**src/logic/rcs_pkg.sv**
```systemverilog
package rcs_pkg;

   // Clock and millisecond time base
   localparam int unsigned CLK_PERIOD_NS = 10;
   localparam int unsigned MS_PERIOD_NS  = 1000000;
   localparam int unsigned MS_CYCLES     = (MS_PERIOD_NS + CLK_PERIOD_NS - 1) / CLK_PERIOD_NS;
   localparam int unsigned MS_PER_TENTH  = 100;

   // Terminal function codes
   localparam logic [7:0] FUNC_RUN_ENABLE = 8'h0D;
   localparam logic [7:0] FUNC_THREE_WIRE = 8'h0E;

   // Mode parameter encodings
   localparam logic [2:0] CTRL_MODE_VF      = 3'h0;
   localparam logic       GATING_ALWAYS     = 1'b0;
   localparam logic       GATING_BY_INPUT   = 1'b1;
   localparam logic [1:0] STOP_COAST        = 2'h0;
   localparam logic [1:0] STOP_TIMED        = 2'h1;
   localparam logic [1:0] STOP_TIMED_RESUME = 2'h2;

   // Ramp profile selection handed to the ramp generator
   localparam logic [1:0] RAMP_ACC   = 2'h0;
   localparam logic [1:0] RAMP_DEC   = 2'h1;
   localparam logic [1:0] RAMP_QSTOP = 2'h2;

   // Parameter limits and defaults (frequency in 0.01 Hz, time in 0.1 s)
   localparam logic [15:0] DWELL_FREQ_DEFAULT = 16'h01F4;
   localparam logic [9:0]  DWELL_TIME_DEFAULT = 10'h000;
   localparam logic [9:0]  DWELL_TIME_MAX     = 10'h258;
   localparam logic [12:0] QSTOP_TIME_DEFAULT = 13'h0032;
   localparam logic [12:0] QSTOP_TIME_MAX     = 13'h1770;

   // Reset values
   localparam logic [16:0] TICK_CNT_RESET = 17'h00000;
   localparam logic [19:0] TIMER_RESET    = 20'h00000;

   typedef struct packed {
      logic [7:0]  input_terminal_function;
      logic [7:0]  enable_terminal_function;
      logic [2:0]  control_mode_param;
      logic        gating_mode_param;
      logic [1:0]  stop_mode_param;
      logic [12:0] decel_time_param;
      logic [15:0] acc_dwell_freq;
      logic [9:0]  acc_dwell_time;
      logic [15:0] dec_dwell_freq;
      logic [9:0]  dec_dwell_time;
      logic [15:0] start_freq;
      logic [15:0] max_freq;
      logic [15:0] target_freq;
   } rcs_cfg_type;

   typedef enum logic [9:0] {
      ST_IDLE     = 10'h001,
      ST_ACC_RAMP = 10'h002,
      ST_ACC_HOLD = 10'h004,
      ST_RUN      = 10'h008,
      ST_DEC_RAMP = 10'h010,
      ST_DEC_HOLD = 10'h020,
      ST_DEC_TAIL = 10'h040,
      ST_QSTOP    = 10'h080,
      ST_COAST    = 10'h100,
      ST_LOCKOUT  = 10'h200
   } rcs_state_type;

   typedef struct packed {
      rcs_state_type st;
      logic          fwd_s1;
      logic          fwd_s2;
      logic          rev_s1;
      logic          rev_s2;
      logic          stop_n_s1;
      logic          stop_n_s2;
      logic          en_s1;
      logic          en_s2;
      logic [16:0]   tick_cnt;
      logic          tick;
      logic          fwd_lat;
      logic          rev_lat;
      logic [19:0]   timer;
      logic          dir_rev;
      logic          run_active;
      logic          out_block;
      logic          dwell_hold;
      logic [1:0]    ramp_sel;
      logic [15:0]   ramp_target;
      logic [19:0]   qstop_ms;
   } rcs_regs_type;

endpackage

```
**src/logic/rcs_sequencer.sv**
```systemverilog
`timescale 1ns/1ps
// Notes on behaviour
// - Three-wire terminal function latches momentary forward or reverse presses.
// - Three-wire: forward and reverse together stop the drive.
// - Terminal with function code 13 acts as the run-enable input.
// - Gating mode 0 ignores enable; mode 1 accepts runs only when enabled, if the enable terminal has function code 13.
// - With gating active, run requests are ignored while enable is inactive.
// - Stop mode 0 coast, 1 timed stop, 2 timed stop with resume.
// - Coast mode blocks the output as soon as enable drops.
// - Timed stop decelerates to zero, restarts only on a fresh run command.
// - Timed stop with resume restarts once enabled with run present.
// - Quick-stop time 0.0 to 600.0 s, default 5.0, timed modes only.
// - Dwell only in open-loop voltage-per-frequency control mode.
// - Start: ramp to acceleration dwell frequency, hold, then normal acceleration.
// - Stop: ramp to deceleration dwell frequency, hold, then decelerate to stop.
// - Dwell frequencies default 5.00 Hz, held between start and maximum.
// - Dwell times 0.0 to 60.0 s, default 0.0.
// - A dwell with zero time or zero frequency is skipped.
// - Only the first acceleration after a run command dwells.
// - Deceleration dwell only on stop, not on reference drop or external brake.
module rcs_sequencer #(
   parameter int unsigned MS_CYCLES = rcs_pkg::MS_CYCLES
) (
   // Clock and reset
   input  wire logic                CLK,
   input  wire logic                RST,
   // Terminal pins, asynchronous
   input  wire logic                FWD_IN,
   input  wire logic                REV_IN,
   input  wire logic                STOP_IN_N,
   input  wire logic                RUN_EN_IN,
   input  wire logic                EXT_BRAKE,
   // Parameters and ramp feedback
   input  wire rcs_pkg::rcs_cfg_type CFG,
   input  wire logic [15:0]         OUT_FREQ,
   // Sequencer outputs
   output logic                     RUN_ACTIVE,
   output logic                     OUT_BLOCK,
   output logic                     DIR_REV,
   output logic                     DWELL_HOLD,
   output logic [1:0]               RAMP_SEL,
   output logic [15:0]              RAMP_TARGET,
   output logic [19:0]              QSTOP_MS
);

   rcs_pkg::rcs_regs_type r;
   rcs_pkg::rcs_regs_type n;

   logic        three_wire;
   logic        both_cmds;
   logic        run_fwd;
   logic        run_rev;
   logic        run_cmd;
   logic        gated;
   logic        en_ok;
   logic        dwell_mode;
   logic        acc_dwell;
   logic        dec_dwell;
   logic [15:0] acc_freq;
   logic [15:0] dec_freq;
   logic [9:0]  acc_time;
   logic [9:0]  dec_time;
   logic        running;

   function automatic logic [15:0] clamp_freq(input logic [15:0] f,
                                              input logic [15:0] lo,
                                              input logic [15:0] hi);
      logic [15:0] v;
      v = f;
      if (f < lo) begin
         v = lo;
      end else if (f > hi) begin
         v = hi;
      end
      return v;
   endfunction

   function automatic logic [9:0] sat_time(input logic [9:0] t);
      return (t > rcs_pkg::DWELL_TIME_MAX) ? rcs_pkg::DWELL_TIME_MAX : t;
   endfunction

   always_comb begin
      n = r;
      // Pins other than EXT_BRAKE pass two flops before anything reads them
      n.fwd_s1    = FWD_IN;
      n.fwd_s2    = r.fwd_s1;
      n.rev_s1    = REV_IN;
      n.rev_s2    = r.rev_s1;
      n.stop_n_s1 = STOP_IN_N;
      n.stop_n_s2 = r.stop_n_s1;
      n.en_s1     = RUN_EN_IN;
      n.en_s2     = r.en_s1;

      n.tick = 1'b0;
      if (r.tick_cnt == 17'(MS_CYCLES - 1)) begin
         n.tick_cnt = rcs_pkg::TICK_CNT_RESET;
         n.tick     = 1'b1;
      end else begin
         n.tick_cnt = r.tick_cnt + 17'h00001;
      end

      three_wire = (CFG.input_terminal_function == rcs_pkg::FUNC_THREE_WIRE);
      both_cmds  = r.fwd_s2 && r.rev_s2;

      // Sampling on the tick accepts any press of at least one millisecond
      if (!three_wire || both_cmds || !r.stop_n_s2 || r.st == rcs_pkg::ST_LOCKOUT) begin
         n.fwd_lat = 1'b0;
         n.rev_lat = 1'b0;
      end else if (r.tick && r.fwd_s2) begin
         n.fwd_lat = 1'b1;
         n.rev_lat = 1'b0;
      end else if (r.tick && r.rev_s2) begin
         n.fwd_lat = 1'b0;
         n.rev_lat = 1'b1;
      end

      run_fwd = three_wire ? r.fwd_lat : (r.fwd_s2 && !r.rev_s2);
      run_rev = three_wire ? r.rev_lat : (r.rev_s2 && !r.fwd_s2);
      run_cmd = run_fwd || run_rev;

      gated = (CFG.gating_mode_param == rcs_pkg::GATING_BY_INPUT) &&
              (CFG.enable_terminal_function == rcs_pkg::FUNC_RUN_ENABLE);
      en_ok = !gated || r.en_s2;

      acc_freq   = clamp_freq(CFG.acc_dwell_freq, CFG.start_freq, CFG.max_freq);
      dec_freq   = clamp_freq(CFG.dec_dwell_freq, CFG.start_freq, CFG.max_freq);
      acc_time   = sat_time(CFG.acc_dwell_time);
      dec_time   = sat_time(CFG.dec_dwell_time);
      dwell_mode = (CFG.control_mode_param == rcs_pkg::CTRL_MODE_VF);
      acc_dwell  = dwell_mode && (acc_time != 10'h000) && (CFG.acc_dwell_freq != 16'h0000);
      dec_dwell  = dwell_mode && (dec_time != 10'h000) && (CFG.dec_dwell_freq != 16'h0000) &&
                   !EXT_BRAKE;

      running = (r.st != rcs_pkg::ST_IDLE) && (r.st != rcs_pkg::ST_COAST) &&
                (r.st != rcs_pkg::ST_LOCKOUT) && (r.st != rcs_pkg::ST_QSTOP);

      if (r.tick && r.timer != rcs_pkg::TIMER_RESET) begin
         n.timer = r.timer - 20'h00001;
      end

      case (r.st)
         rcs_pkg::ST_IDLE: begin
            if (run_cmd && en_ok) begin
               n.dir_rev = run_rev;
               if (acc_dwell) begin
                  n.st = rcs_pkg::ST_ACC_RAMP;
               end else begin
                  n.st = rcs_pkg::ST_RUN;
               end
            end
         end
         rcs_pkg::ST_ACC_RAMP: begin
            if (!run_cmd) begin
               n.st = rcs_pkg::ST_DEC_TAIL;
            end else if (OUT_FREQ >= acc_freq) begin
               n.st    = rcs_pkg::ST_ACC_HOLD;
               n.timer = 20'(acc_time) * 20'(rcs_pkg::MS_PER_TENTH);
            end
         end
         rcs_pkg::ST_ACC_HOLD: begin
            if (!run_cmd) begin
               n.st = rcs_pkg::ST_DEC_TAIL;
            end else if (r.timer == rcs_pkg::TIMER_RESET ||
                         (r.tick && r.timer == 20'h00001)) begin
               n.st = rcs_pkg::ST_RUN;
            end
         end
         rcs_pkg::ST_RUN: begin
            // A lower reference just follows the ramp; only a stop dwells
            if (!run_cmd) begin
               if (dec_dwell && OUT_FREQ > dec_freq) begin
                  n.st = rcs_pkg::ST_DEC_RAMP;
               end else begin
                  n.st = rcs_pkg::ST_DEC_TAIL;
               end
            end
         end
         rcs_pkg::ST_DEC_RAMP: begin
            if (run_cmd) begin
               n.st = rcs_pkg::ST_RUN;
            end else if (EXT_BRAKE) begin
               n.st = rcs_pkg::ST_DEC_TAIL;
            end else if (OUT_FREQ <= dec_freq) begin
               n.st    = rcs_pkg::ST_DEC_HOLD;
               n.timer = 20'(dec_time) * 20'(rcs_pkg::MS_PER_TENTH);
            end
         end
         rcs_pkg::ST_DEC_HOLD: begin
            if (run_cmd) begin
               n.st = rcs_pkg::ST_RUN;
            end else if (r.timer == rcs_pkg::TIMER_RESET ||
                         (r.tick && r.timer == 20'h00001)) begin
               n.st = rcs_pkg::ST_DEC_TAIL;
            end
         end
         rcs_pkg::ST_DEC_TAIL: begin
            if (run_cmd) begin
               n.st = rcs_pkg::ST_RUN;
            end else if (OUT_FREQ == 16'h0000) begin
               n.st = rcs_pkg::ST_IDLE;
            end
         end
         rcs_pkg::ST_QSTOP: begin
            if (OUT_FREQ == 16'h0000) begin
               if (CFG.stop_mode_param == rcs_pkg::STOP_TIMED_RESUME) begin
                  n.st = rcs_pkg::ST_IDLE;
               end else begin
                  n.st = rcs_pkg::ST_LOCKOUT;
               end
            end
         end
         rcs_pkg::ST_COAST: begin
            if (en_ok) begin
               n.st = rcs_pkg::ST_IDLE;
            end
         end
         rcs_pkg::ST_LOCKOUT: begin
            // Waits for the run command to drop so a fresh one is needed
            if (!run_cmd) begin
               n.st = rcs_pkg::ST_IDLE;
            end
         end
         default: begin
            n.st = rcs_pkg::ST_IDLE;
         end
      endcase

      // Enable loss overrides any running state
      if (running && !en_ok) begin
         if (CFG.stop_mode_param == rcs_pkg::STOP_COAST) begin
            n.st = rcs_pkg::ST_COAST;
         end else begin
            n.st = rcs_pkg::ST_QSTOP;
         end
      end

      n.out_block  = (n.st == rcs_pkg::ST_IDLE) || (n.st == rcs_pkg::ST_COAST) ||
                     (n.st == rcs_pkg::ST_LOCKOUT);
      n.run_active = !n.out_block;
      n.dwell_hold = (n.st == rcs_pkg::ST_ACC_HOLD) || (n.st == rcs_pkg::ST_DEC_HOLD);
      case (n.st)
         rcs_pkg::ST_ACC_RAMP, rcs_pkg::ST_ACC_HOLD: begin
            n.ramp_sel    = rcs_pkg::RAMP_ACC;
            n.ramp_target = acc_freq;
         end
         rcs_pkg::ST_RUN: begin
            n.ramp_sel    = (OUT_FREQ > CFG.target_freq) ? rcs_pkg::RAMP_DEC : rcs_pkg::RAMP_ACC;
            n.ramp_target = CFG.target_freq;
         end
         rcs_pkg::ST_DEC_RAMP, rcs_pkg::ST_DEC_HOLD: begin
            n.ramp_sel    = rcs_pkg::RAMP_DEC;
            n.ramp_target = dec_freq;
         end
         rcs_pkg::ST_QSTOP: begin
            n.ramp_sel    = rcs_pkg::RAMP_QSTOP;
            n.ramp_target = 16'h0000;
         end
         default: begin
            n.ramp_sel    = rcs_pkg::RAMP_DEC;
            n.ramp_target = 16'h0000;
         end
      endcase

      // Quick-stop time only matters in the timed modes
      if (CFG.stop_mode_param == rcs_pkg::STOP_COAST) begin
         n.qstop_ms = rcs_pkg::TIMER_RESET;
      end else if (CFG.decel_time_param > rcs_pkg::QSTOP_TIME_MAX) begin
         n.qstop_ms = 20'(rcs_pkg::QSTOP_TIME_MAX) * 20'(rcs_pkg::MS_PER_TENTH);
      end else begin
         n.qstop_ms = 20'(CFG.decel_time_param) * 20'(rcs_pkg::MS_PER_TENTH);
      end
   end

   always_ff @(posedge CLK) begin
      if (RST) begin
         r             <= '0;
         r.st          <= rcs_pkg::ST_IDLE;
         r.stop_n_s1   <= 1'b1;
         r.stop_n_s2   <= 1'b1;
         r.tick_cnt    <= rcs_pkg::TICK_CNT_RESET;
         r.timer       <= rcs_pkg::TIMER_RESET;
         r.out_block   <= 1'b1;
         r.ramp_sel    <= rcs_pkg::RAMP_DEC;
         r.qstop_ms    <= rcs_pkg::TIMER_RESET;
      end else begin
         r <= n;
      end
   end

   assign RUN_ACTIVE  = r.run_active;
   assign OUT_BLOCK   = r.out_block;
   assign DIR_REV     = r.dir_rev;
   assign DWELL_HOLD  = r.dwell_hold;
   assign RAMP_SEL    = r.ramp_sel;
   assign RAMP_TARGET = r.ramp_target;
   assign QSTOP_MS    = r.qstop_ms;

   AST_LATCH_HOLDS: assert property (@(posedge CLK) disable iff (RST)
      three_wire && r.fwd_lat && r.stop_n_s2 && !r.rev_s2 && r.st != rcs_pkg::ST_LOCKOUT
      |=> r.fwd_lat)
      else $error("forward latch lost without a stop");

   AST_PULSE_QUALIFY: assert property (@(posedge CLK) disable iff (RST)
      three_wire && r.tick && r.fwd_s2 && !r.rev_s2 && r.stop_n_s2 &&
      r.st != rcs_pkg::ST_LOCKOUT |=> r.fwd_lat)
      else $error("qualified forward press not latched");

   AST_BOTH_STOP: assert property (@(posedge CLK) disable iff (RST)
      three_wire && both_cmds |=> !r.fwd_lat && !r.rev_lat)
      else $error("both commands did not clear the latches");

   AST_GATED_IDLE: assert property (@(posedge CLK) disable iff (RST)
      r.st == rcs_pkg::ST_IDLE && gated && !r.en_s2 |=> r.st == rcs_pkg::ST_IDLE)
      else $error("started while enable inactive");

   AST_COAST_BLOCK: assert property (@(posedge CLK) disable iff (RST)
      running && !en_ok && CFG.stop_mode_param == rcs_pkg::STOP_COAST
      |=> r.st == rcs_pkg::ST_COAST && OUT_BLOCK)
      else $error("coast stop did not block output");

   AST_QSTOP_LOCK: assert property (@(posedge CLK) disable iff (RST)
      r.st == rcs_pkg::ST_QSTOP && OUT_FREQ == 16'h0000 &&
      CFG.stop_mode_param == rcs_pkg::STOP_TIMED |=> r.st == rcs_pkg::ST_LOCKOUT)
      else $error("timed stop did not lock out");

   AST_QSTOP_RESUME: assert property (@(posedge CLK) disable iff (RST)
      r.st == rcs_pkg::ST_QSTOP && OUT_FREQ == 16'h0000 &&
      CFG.stop_mode_param == rcs_pkg::STOP_TIMED_RESUME |=> r.st == rcs_pkg::ST_IDLE)
      else $error("resume mode did not return to idle");

   AST_QSTOP_TIME: assert property (@(posedge CLK) disable iff (RST)
      CFG.stop_mode_param == rcs_pkg::STOP_COAST |=> QSTOP_MS == 20'h00000)
      else $error("quick-stop time set in coast mode");

   AST_NO_DWELL_MODE: assert property (@(posedge CLK) disable iff (RST)
      r.st == rcs_pkg::ST_IDLE && !dwell_mode |=> r.st != rcs_pkg::ST_ACC_RAMP)
      else $error("dwell outside voltage-per-frequency mode");

   AST_ACC_HOLD_END: assert property (@(posedge CLK) disable iff (RST)
      r.st == rcs_pkg::ST_ACC_HOLD && run_cmd && en_ok && r.tick && r.timer == 20'h00001
      |=> r.st == rcs_pkg::ST_RUN ##1 !DWELL_HOLD)
      else $error("acceleration hold did not end on time");

   AST_DEC_HOLD_END: assert property (@(posedge CLK) disable iff (RST)
      r.st == rcs_pkg::ST_DEC_HOLD && !run_cmd && en_ok && r.tick && r.timer == 20'h00001
      |=> r.st == rcs_pkg::ST_DEC_TAIL)
      else $error("deceleration hold did not end on time");

   AST_REACC_NO_DWELL: assert property (@(posedge CLK) disable iff (RST)
      (r.st == rcs_pkg::ST_DEC_TAIL || r.st == rcs_pkg::ST_DEC_HOLD) && run_cmd && en_ok
      |=> r.st == rcs_pkg::ST_RUN)
      else $error("re-acceleration dwelled again");

   COV_ACC_DWELL: cover property (@(posedge CLK) disable iff (RST)
      r.st == rcs_pkg::ST_ACC_HOLD ##1 r.st == rcs_pkg::ST_RUN);
   COV_DEC_DWELL: cover property (@(posedge CLK) disable iff (RST)
      r.st == rcs_pkg::ST_DEC_HOLD ##1 r.st == rcs_pkg::ST_DEC_TAIL);
   COV_QSTOP: cover property (@(posedge CLK) disable iff (RST)
      r.st == rcs_pkg::ST_QSTOP ##1 r.st == rcs_pkg::ST_LOCKOUT);
   COV_COAST: cover property (@(posedge CLK) disable iff (RST)
      r.st == rcs_pkg::ST_COAST);

endmodule // rcs_sequencer

```
**config.mk**
```make
export PLATFORM = sky130hd
export DESIGN_NAME = rcs_sequencer
export DESIGN_NICKNAME = d
export VERILOG_FILES = /design/src/logic/rcs_pkg.sv /design/src/logic/rcs_sequencer.sv
export SDC_FILE = /design/constraint.sdc
export NUM_CORES = 1
export LEC_CHECK = 0
export BUFFER_PORTS_ARGS = -buffer_cell sky130_fd_sc_hd__buf_2
export CAP_MARGIN = 20
export CORE_MARGIN = 3
export CORE_UTILIZATION = 59
export CTS_CLUSTER_SIZE = 10
export DETAILED_ROUTE_END_ITERATION = 7
export PLACE_DENSITY = 0.86
export SYNTH_ARGS = -nofsm -noshare
export SYNTH_HDL_FRONTEND = slang
export SYNTH_SLANG_ARGS = --single-unit
```
**constraint.sdc**
```tcl
create_clock -name CLK -period 5.1 [get_ports CLK]
set_clock_uncertainty 0.1 [all_clocks]
set_input_delay 0.255 -clock CLK [delete_from_list [all_inputs] [get_ports CLK]]
set_output_delay 0.255 -clock CLK [all_outputs]
set_load 0.02 [all_outputs]
```
==> results.md, run 1 <==
* Pre-Repair DR Iteration Count at 5
* TritonCTS buffer count at 9
* Setup TNS at 0 ns
* Core area at ~0.019 mm^2
* Die width at between 100 and 150 um
* Worst Path Max Fanout at 36
* CTS sink cnt at 98
* Sequential cell area fraction in the yosys report at 0.171
* Unique masters post-synth at a little under 80
* Minimum clock period at ~4.5 ns
* DRC viols at 0
* Initial antenna violation count at 2
* # rows at 50
* Ys flop type: dfxtp_1
* Clock tree buffer depth at 2
* Area Overhead vs Synth at 12.3%
* Startpoint types: primary input
* Post-Synth XOR/XNOR Area at 0.0474
* First DRT Iteration DRCs at 753
* Via/cell ratio at 5.87
* Largest family of logic cells by synthesized area: adder cells
* Asr flop ratio synth at 0
* Total setup buffers inserted after CTS at 0
* Worst Min Path Start: REV_IN
* Clock power frac at 0.259
* Largest net degree at the start of global routing at 43
* Syn. warnings at 0
* Dpl ws at roughly 0.31 ns
* Worst-Skew Late Latency at 0.36 ns
* CP arrival at about 4.7 ns
* Most frequent cells in the layout: ha_1, buf_2, inv_1
* Power density over the cells at about 220 mW/mm^2
* Total Routed Length at just over 30 mm
* Proportion of layout cells with a drive suffix above 1 at 0.174
* Int Pwr at 1.75 mW
* Synth Area in Adders at 0.298
* Grt ovf at 0
* Switching pwr at around 1.1 mW
* Wire length of the first global-routing pass at slightly above 50 mm
* Die Y at about 150 um
* Net count, final at 2003
* Commonest non-fill, non-tap cell in the layout: ha_1
* Initial core utilization at 0.606
* Slew Limit Fails at 0
* Synthesized area at around 0.011 mm^2
* Critical R2R Launch: r[46]$_SDFF_PP0_
* Final Core Density at 0.681
* Pleak at between 6 and 7 nW
* Relative slew slack at 0.352
* Final Setup Violations at 0
* Status: completed
* Max Cap Violations at 0
* Synth Area in Compound Gates at 0.187
* Placed cell count at approximately 1.8k
* Sequential share of power at 0.283
* I/O Buffers at approximately 200
* Vias after detailed routing at 10.9k
* RSZ-0062 raised after global routing: no
* Post-route ant nets at 0
* Gr usage total at 0.285
* Vias in the first global route at between 10k and 15k
* CTS HTree Levels at 3
* Slack of the critical path at 0.575 ns
* Critical path class: primary input to register
* Biggest area consumer among synthesized cells: ha_1
* FF+latch count, synth at 98
* Post-synthesis mux area share at 0.0106
* Comb power frac at 0.458
* Top cell type's share of synthesized area at 0.266
* Cells after Synth at about 1.4k
* Routability congestion estimate at about 1.0
* EDFF count, synth at 0
* Worst setup EP type: register
* Switch share at 0.390
* Worst-margin pin slew at 0.966 ns
* Die area at approximately 0.021 mm^2
* Drt wl/cell at 16.7 um
* CTS tree: built
* Final std cells w/o fill at about 1.9k
* Period utilization at 0.887
* Hold Fails Final Rpt at 0
* Final Power at roughly 2.9 mW
* Critical Path Start: CFG[37]
* I/O pin count at 200
* Mean Syn Cell Area at between 8 and 9 um^2
* Worst vdd ir at ~210 uV
* Max Freq at between 200 and 250 MHz
* Simple-gate area share of the yosys netlist at 0.189
* CP required at approximately 5.3 ns
* Hpwl dp at 25.4 mm
* Worst Hold Class: primary input to register
* Clock transition at the registers of the reported paths at 0.08 ns
* Top post-synthesis cells by area: ha_1, dfxtp_1, inv_1, a21oi_1, nor2_1
* CTS root buffer: clkbuf_16
==> repair_timing <==
item	4_1_cts	5_1_grt
endpoints found under the hold margin	1	0
hold buffers	1	0
gates resized for setup	0	0
==> worst paths after layout <==
kind                            end  slack (ns)  cells past startpoint
min                n[86]$_SDFF_PP0_        0.02                      2
min reg2reg        r[84]$_SDFF_PP1_        0.32                      1
max          RAMP_SEL[0]$_SDFF_PP1_        0.57                     20
max reg2reg  RAMP_SEL[0]$_SDFF_PP1_        1.66                      9
==> critical path, cell delays in order <==
cell	delay, ns
buf_2	0.14
inv_1	0.09
ha_1	0.34
a21o_1	0.20
a211oi_1	0.26
nand2_1	0.11
o21ai_0	0.21
a21oi_2	0.18
buf_12	0.22
o211ai_1	0.15
o21ai_0	0.20
ha_1	0.36
nand4_1	0.14
or4_1	0.59
a21oi_2	0.25
o32ai_4	0.15
a21oi_4	0.18
o41ai_4	0.10
buf_4	0.22
a311o_1	0.33
==> power by group through the flow <==
stage               clock, mW  combinational [mW]  sequential (mW)
floorplan                   0               0.935            0.830
global placement            0                1.24            0.829
detailed placement          0                1.28            0.830
CTS                     0.748                1.30            0.812
global route            0.783                1.48            0.817
finish                  0.742                1.31            0.812
==> Yosys cell counts, types with 24 or more instances <==
master / count
nor4_1: 24
nor2_1: 112
dfxtp_1: 98
o211ai_1: 55
a21oi_1: 85
nand4_1: 29
ha_1: 244
nand3_1: 32
xnor2_1: 25
nor2b_1: 30
inv_1: 180
nor3_1: 28
clkbuf_1: 30
nand2_1: 93
xor2_1: 37
o21ai_0: 63
buf_4: 38
==> final cells by class <==
type,instances,area (um^2)
multi-input combinational,1079,8400
fill,1574,6020
sequential,98,1960
timing repair buffer,215,1190
inverter,180,676
tap,260,325
clock buffer,10,239
clock inverter,6,80.1
antenna,2,5.00
==> layer usage <==
| layer | GRT usage | vias up | part of all wire |
|---|---|---|---|
| met2 | 0.484 | 431 | 0.46 |
| met1 | 0.365 | 5018 | 0.43 |
| met3 | 0.0445 | 72 | 0.072 |
| met4 | 0.113 | 0 | 0.036 |
| met5 | 0 | - | 0 |
| li1 | - | 5342 | - |
==> stage by stage <==
step                hold WS, ns  cell area [um^2]
finish                   0.0165             12900
global route             0.0148             12900
CTS                      0.0143             12900
detailed placement        0.303             12500
global placement          0.299             12500
floorplan                 0.259             11500
==> sequential cells by signal (all words and copies together) (netlist names) <==
signal / count
r: 54
DIR_REV: 1
RAMP_SEL: 2
n: 4
DWELL_HOLD: 1
RUN_ACTIVE: 1
OUT_BLOCK: 1
RAMP_TARGET: 16
QSTOP_MS: 18
==> cell families after synthesis <==
family | after synthesis
adders and majority gates | 262
muxes | 12
buffers and inverters | 254
xor gates and xnor gates | 62
AOI/OAI and AO/OA | 319
DFF | 98
other | 1
and+or+nand+nor | 422
(Power assumes the default switching activity.)
==> run 2, diff against run 1 <==
--- a/config.mk
+++ b/config.mk
@@ -7,7 +7,6 @@
 export LEC_CHECK = 0
 export BUFFER_PORTS_ARGS = -buffer_cell sky130_fd_sc_hd__buf_2
 export CAP_MARGIN = 20
-export CORE_MARGIN = 3
 export CORE_UTILIZATION = 59
 export CTS_CLUSTER_SIZE = 10
 export DETAILED_ROUTE_END_ITERATION = 7
==> run 2 against run 1 <==
Combinational power hardly changed. Largest cell class unchanged. Final cell count hardly changed. Via count is 0.31% higher. Highest routed layer unchanged. Fmax is 8.2% lower. Critical path depth is 1 higher. Largest power group unchanged.
==> results.md, run 2 (synthesized netlist as in run 1, its figures left out) <==
* CP required at 5.25 ns (about the same)
* Worst Hold Class: primary input to register
* Worst-margin pin slew at 0.924 ns (-0.0419 ns)
* Drt wl/cell at 16.4 um (-1.7%)
* Worst path most repeated cell: o21ai_0
* Max incr delay on CP at 0.75 ns (+0.16 ns)
* Max Freq at 203 MHz (-8.2%)
* TritonCTS buffer count at 9 (unchanged)
* Wire length of the first global-routing pass at 49.1 mm (-2.9%)
* I/O pin count at 200 (unchanged)
* Total setup buffers inserted after CTS at 0 (unchanged)
* Most frequent cells in the layout: ha_1, buf_2, inv_1
* Gr usage total at 0.307 (+0.0212)
* Max Cap Violations at 0 (unchanged)
* Grt ovf at 0 (unchanged)
* Hold depth at 2 (unchanged)
* Hpwl dp at 25.2 mm (-0.73%)
* Hold Fails Final Rpt at 0 (unchanged)
* Vias after detailed routing at 10.9k (+0.31%)
* I/O Buffers at 197 (unchanged)
* Final Power at 2.79 mW (-2.8%)
* Power density over the cells at 218 mW/mm^2 (-2.2%)
* Worst-Skew Late Latency at 0.36 ns (about the same)
* Status: completed
* CP top delay family: compound AO/OA/AOI/OAI gates
* Max reg flops at 54 (unchanged)
* Final std cells w/o fill at 1849 (-0.054%)
* CP arrival at 5.08 ns (+0.41 ns)
* Critical path, cell by cell: buf_2 -> inv_1 -> ha_1 -> o21a_1 -> o21ai_0 -> a2111oi_0 -> nor3_1 -> nor2_2 -> buf_12 -> o211ai_1 -> o21ai_0 -> ha_1 -> a2111oi_0 -> o21ai_0 -> a41oi_1 -> and2_1 -> o32ai_4 -> a21oi_4 -> o41ai_4 -> buf_12 -> a311o_1
* CTS HTree Levels at 3 (unchanged)
* Via/cell ratio at 5.89 (+0.37%)
* Die Y at 141 um (-2.8%)
* Worst vdd ir at 190 uV (-10%)
* Initial antenna violation count at 1 (-1)
* Relative slew slack at 0.380 (+0.0282)
* Worst-case reg-to-reg path depth at 11 (+2)
* Slew Limit Fails at 0 (unchanged)
* CTS tree: built
* Die width at 141 um (-2.8%)
* Largest register by flop count: r
* First DRT Iteration DRCs at 727 (-3.5%)
* RSZ-0062 raised after global routing: no
* Pleak at 6.51 nW (-0.47%)
* CTS sink cnt at 98 (unchanged)
* Clock tree buffer depth at 2 (unchanged)
* Slack of the critical path at 0.171 ns (-0.404 ns)
* Vias in the first global route at 10.5k (-1.0%)
* Stages on worst setup path at 21 (+5.0%)
* Net count, final at 2002 (-0.050%)
* DRC viols at 0 (unchanged)
* Critical path class: primary input to register
* Initial core utilization at 0.606 (unchanged)
* Routability congestion estimate at 1.00 (-0.66%)
* Largest net degree at the start of global routing at 48 (+12%)
* Core area at 0.0189 mm^2 (unchanged)
* Worst Path Max Fanout at 47 (+31%)
* Die area at 0.0200 mm^2 (-5.4%)
* Post-route ant nets at 0 (unchanged)
* Placed cell count at 1830 (-0.055%)
* Commonest non-fill, non-tap cell in the layout: ha_1
* Startpoint types: primary input
* Minimum clock period at 4.93 ns (+0.404 ns)
* Dpl ws at -0.0878 ns (-0.398 ns)
* Proportion of layout cells with a drive suffix above 1 at 0.173 (-0.00115)
* Clock transition at the registers of the reported paths at 0.07 ns (about the same)
* Worst setup EP type: register
* CP bufs+invs at 4 (unchanged)
* Total Routed Length at 30.4 mm (-1.7%)
* CTS root buffer: clkbuf_16
* CP max-delay cell: a2111oi_0
* Area Overhead vs Synth at 11.6%
* Period utilization at 0.967 (+0.0792)
* # rows at 50 (unchanged)
* Pre-Repair DR Iteration Count at 5 (unchanged)
* Final Setup Violations at 0 (unchanged)
==> run 2: cell count changes in the layout (fill, tap and decap cells not counted), sizes merged <==
cell	delta
buf	-1
clkinvlp	-1
bufinv	-1
clkinv	+2
inv	-1
clkbuf	+1
==> run 2: routing by layer <==
metal  wire (um)  vias up  GRT usage
met3        2190       69     0.0405
li1            -     5335          -
met2       14500      428      0.542
met4         976        0      0.125
met1       12800     5065      0.374
met5           0        -          0
==> run 2: what timing repair did <==
action | in CTS | in global routing
hold buffers | 1 | 0
gates resized for setup | 0 | 1
endpoints found under the setup margin | 0 | 3
endpoints found under the hold margin | 1 | 0
==> run 2: cell type report <==
type	count	area (um^2)
flip-flops and latches	98	1960
fillers	1600	6110
repair buffers	214	1140
multi-input cells	1079	8400
diodes	2	5.00
clock buffers	11	243
inverters	180	676
well taps	260	325
clock inverters	5	36.3
==> run 2: final timing paths <==
kind / from / slack, ns / endpoint
setup / recovery: CFG[38] / 0.17 / RAMP_SEL[0]$_SDFF_PP1_
setup reg to reg: r[99]$_SDFF_PP0_ / 1.80 / RAMP_SEL[0]$_SDFF_PP1_
hold reg to reg: n[84]$_SDFF_PP1_ / 0.31 / r[84]$_SDFF_PP1_
hold / removal: FWD_IN / 0.007 / n[88]$_SDFF_PP0_
==> run 2: worst reg2reg max path: stages, from the launching register on <==
cell	delay (ns)
dfxtp_1	0.45
nor2_1	0.16
nand3_1	0.14
nor3b_1	0.09
or4_1	0.57
or2_2	0.32
a21oi_1	0.43
nor2_2	0.07
buf_4	0.23
o41ai_4	0.35
buf_12	0.22
a311o_1	0.13
==> run 2: metrics by stage <==
step | cell area, um^2 | utilization | hold WS (ns) | setup TNS [ns]
6_report | 12800 | 0.677 | 0.00652 | 0
5_1_grt | 12800 | 0.677 | 0.0149 | 0
4_1_cts | 12800 | 0.676 | 0.00204 | 0
3_5_place_dp | 12500 | 0.661 | 0.302 | -0.256
3_3_place_gp | 12500 | 0.661 | 0.303 | -0.0541
2_1_floorplan | 11500 | - | 0.259 | 0
==> run 2: where the power goes <==
group          switching [mW]  leakage, nW  internal (mW)
clock                   0.323        0.141          0.349
sequential             0.0126        0.796          0.799
combinational           0.766         5.57          0.536
total                    1.10         6.51           1.68
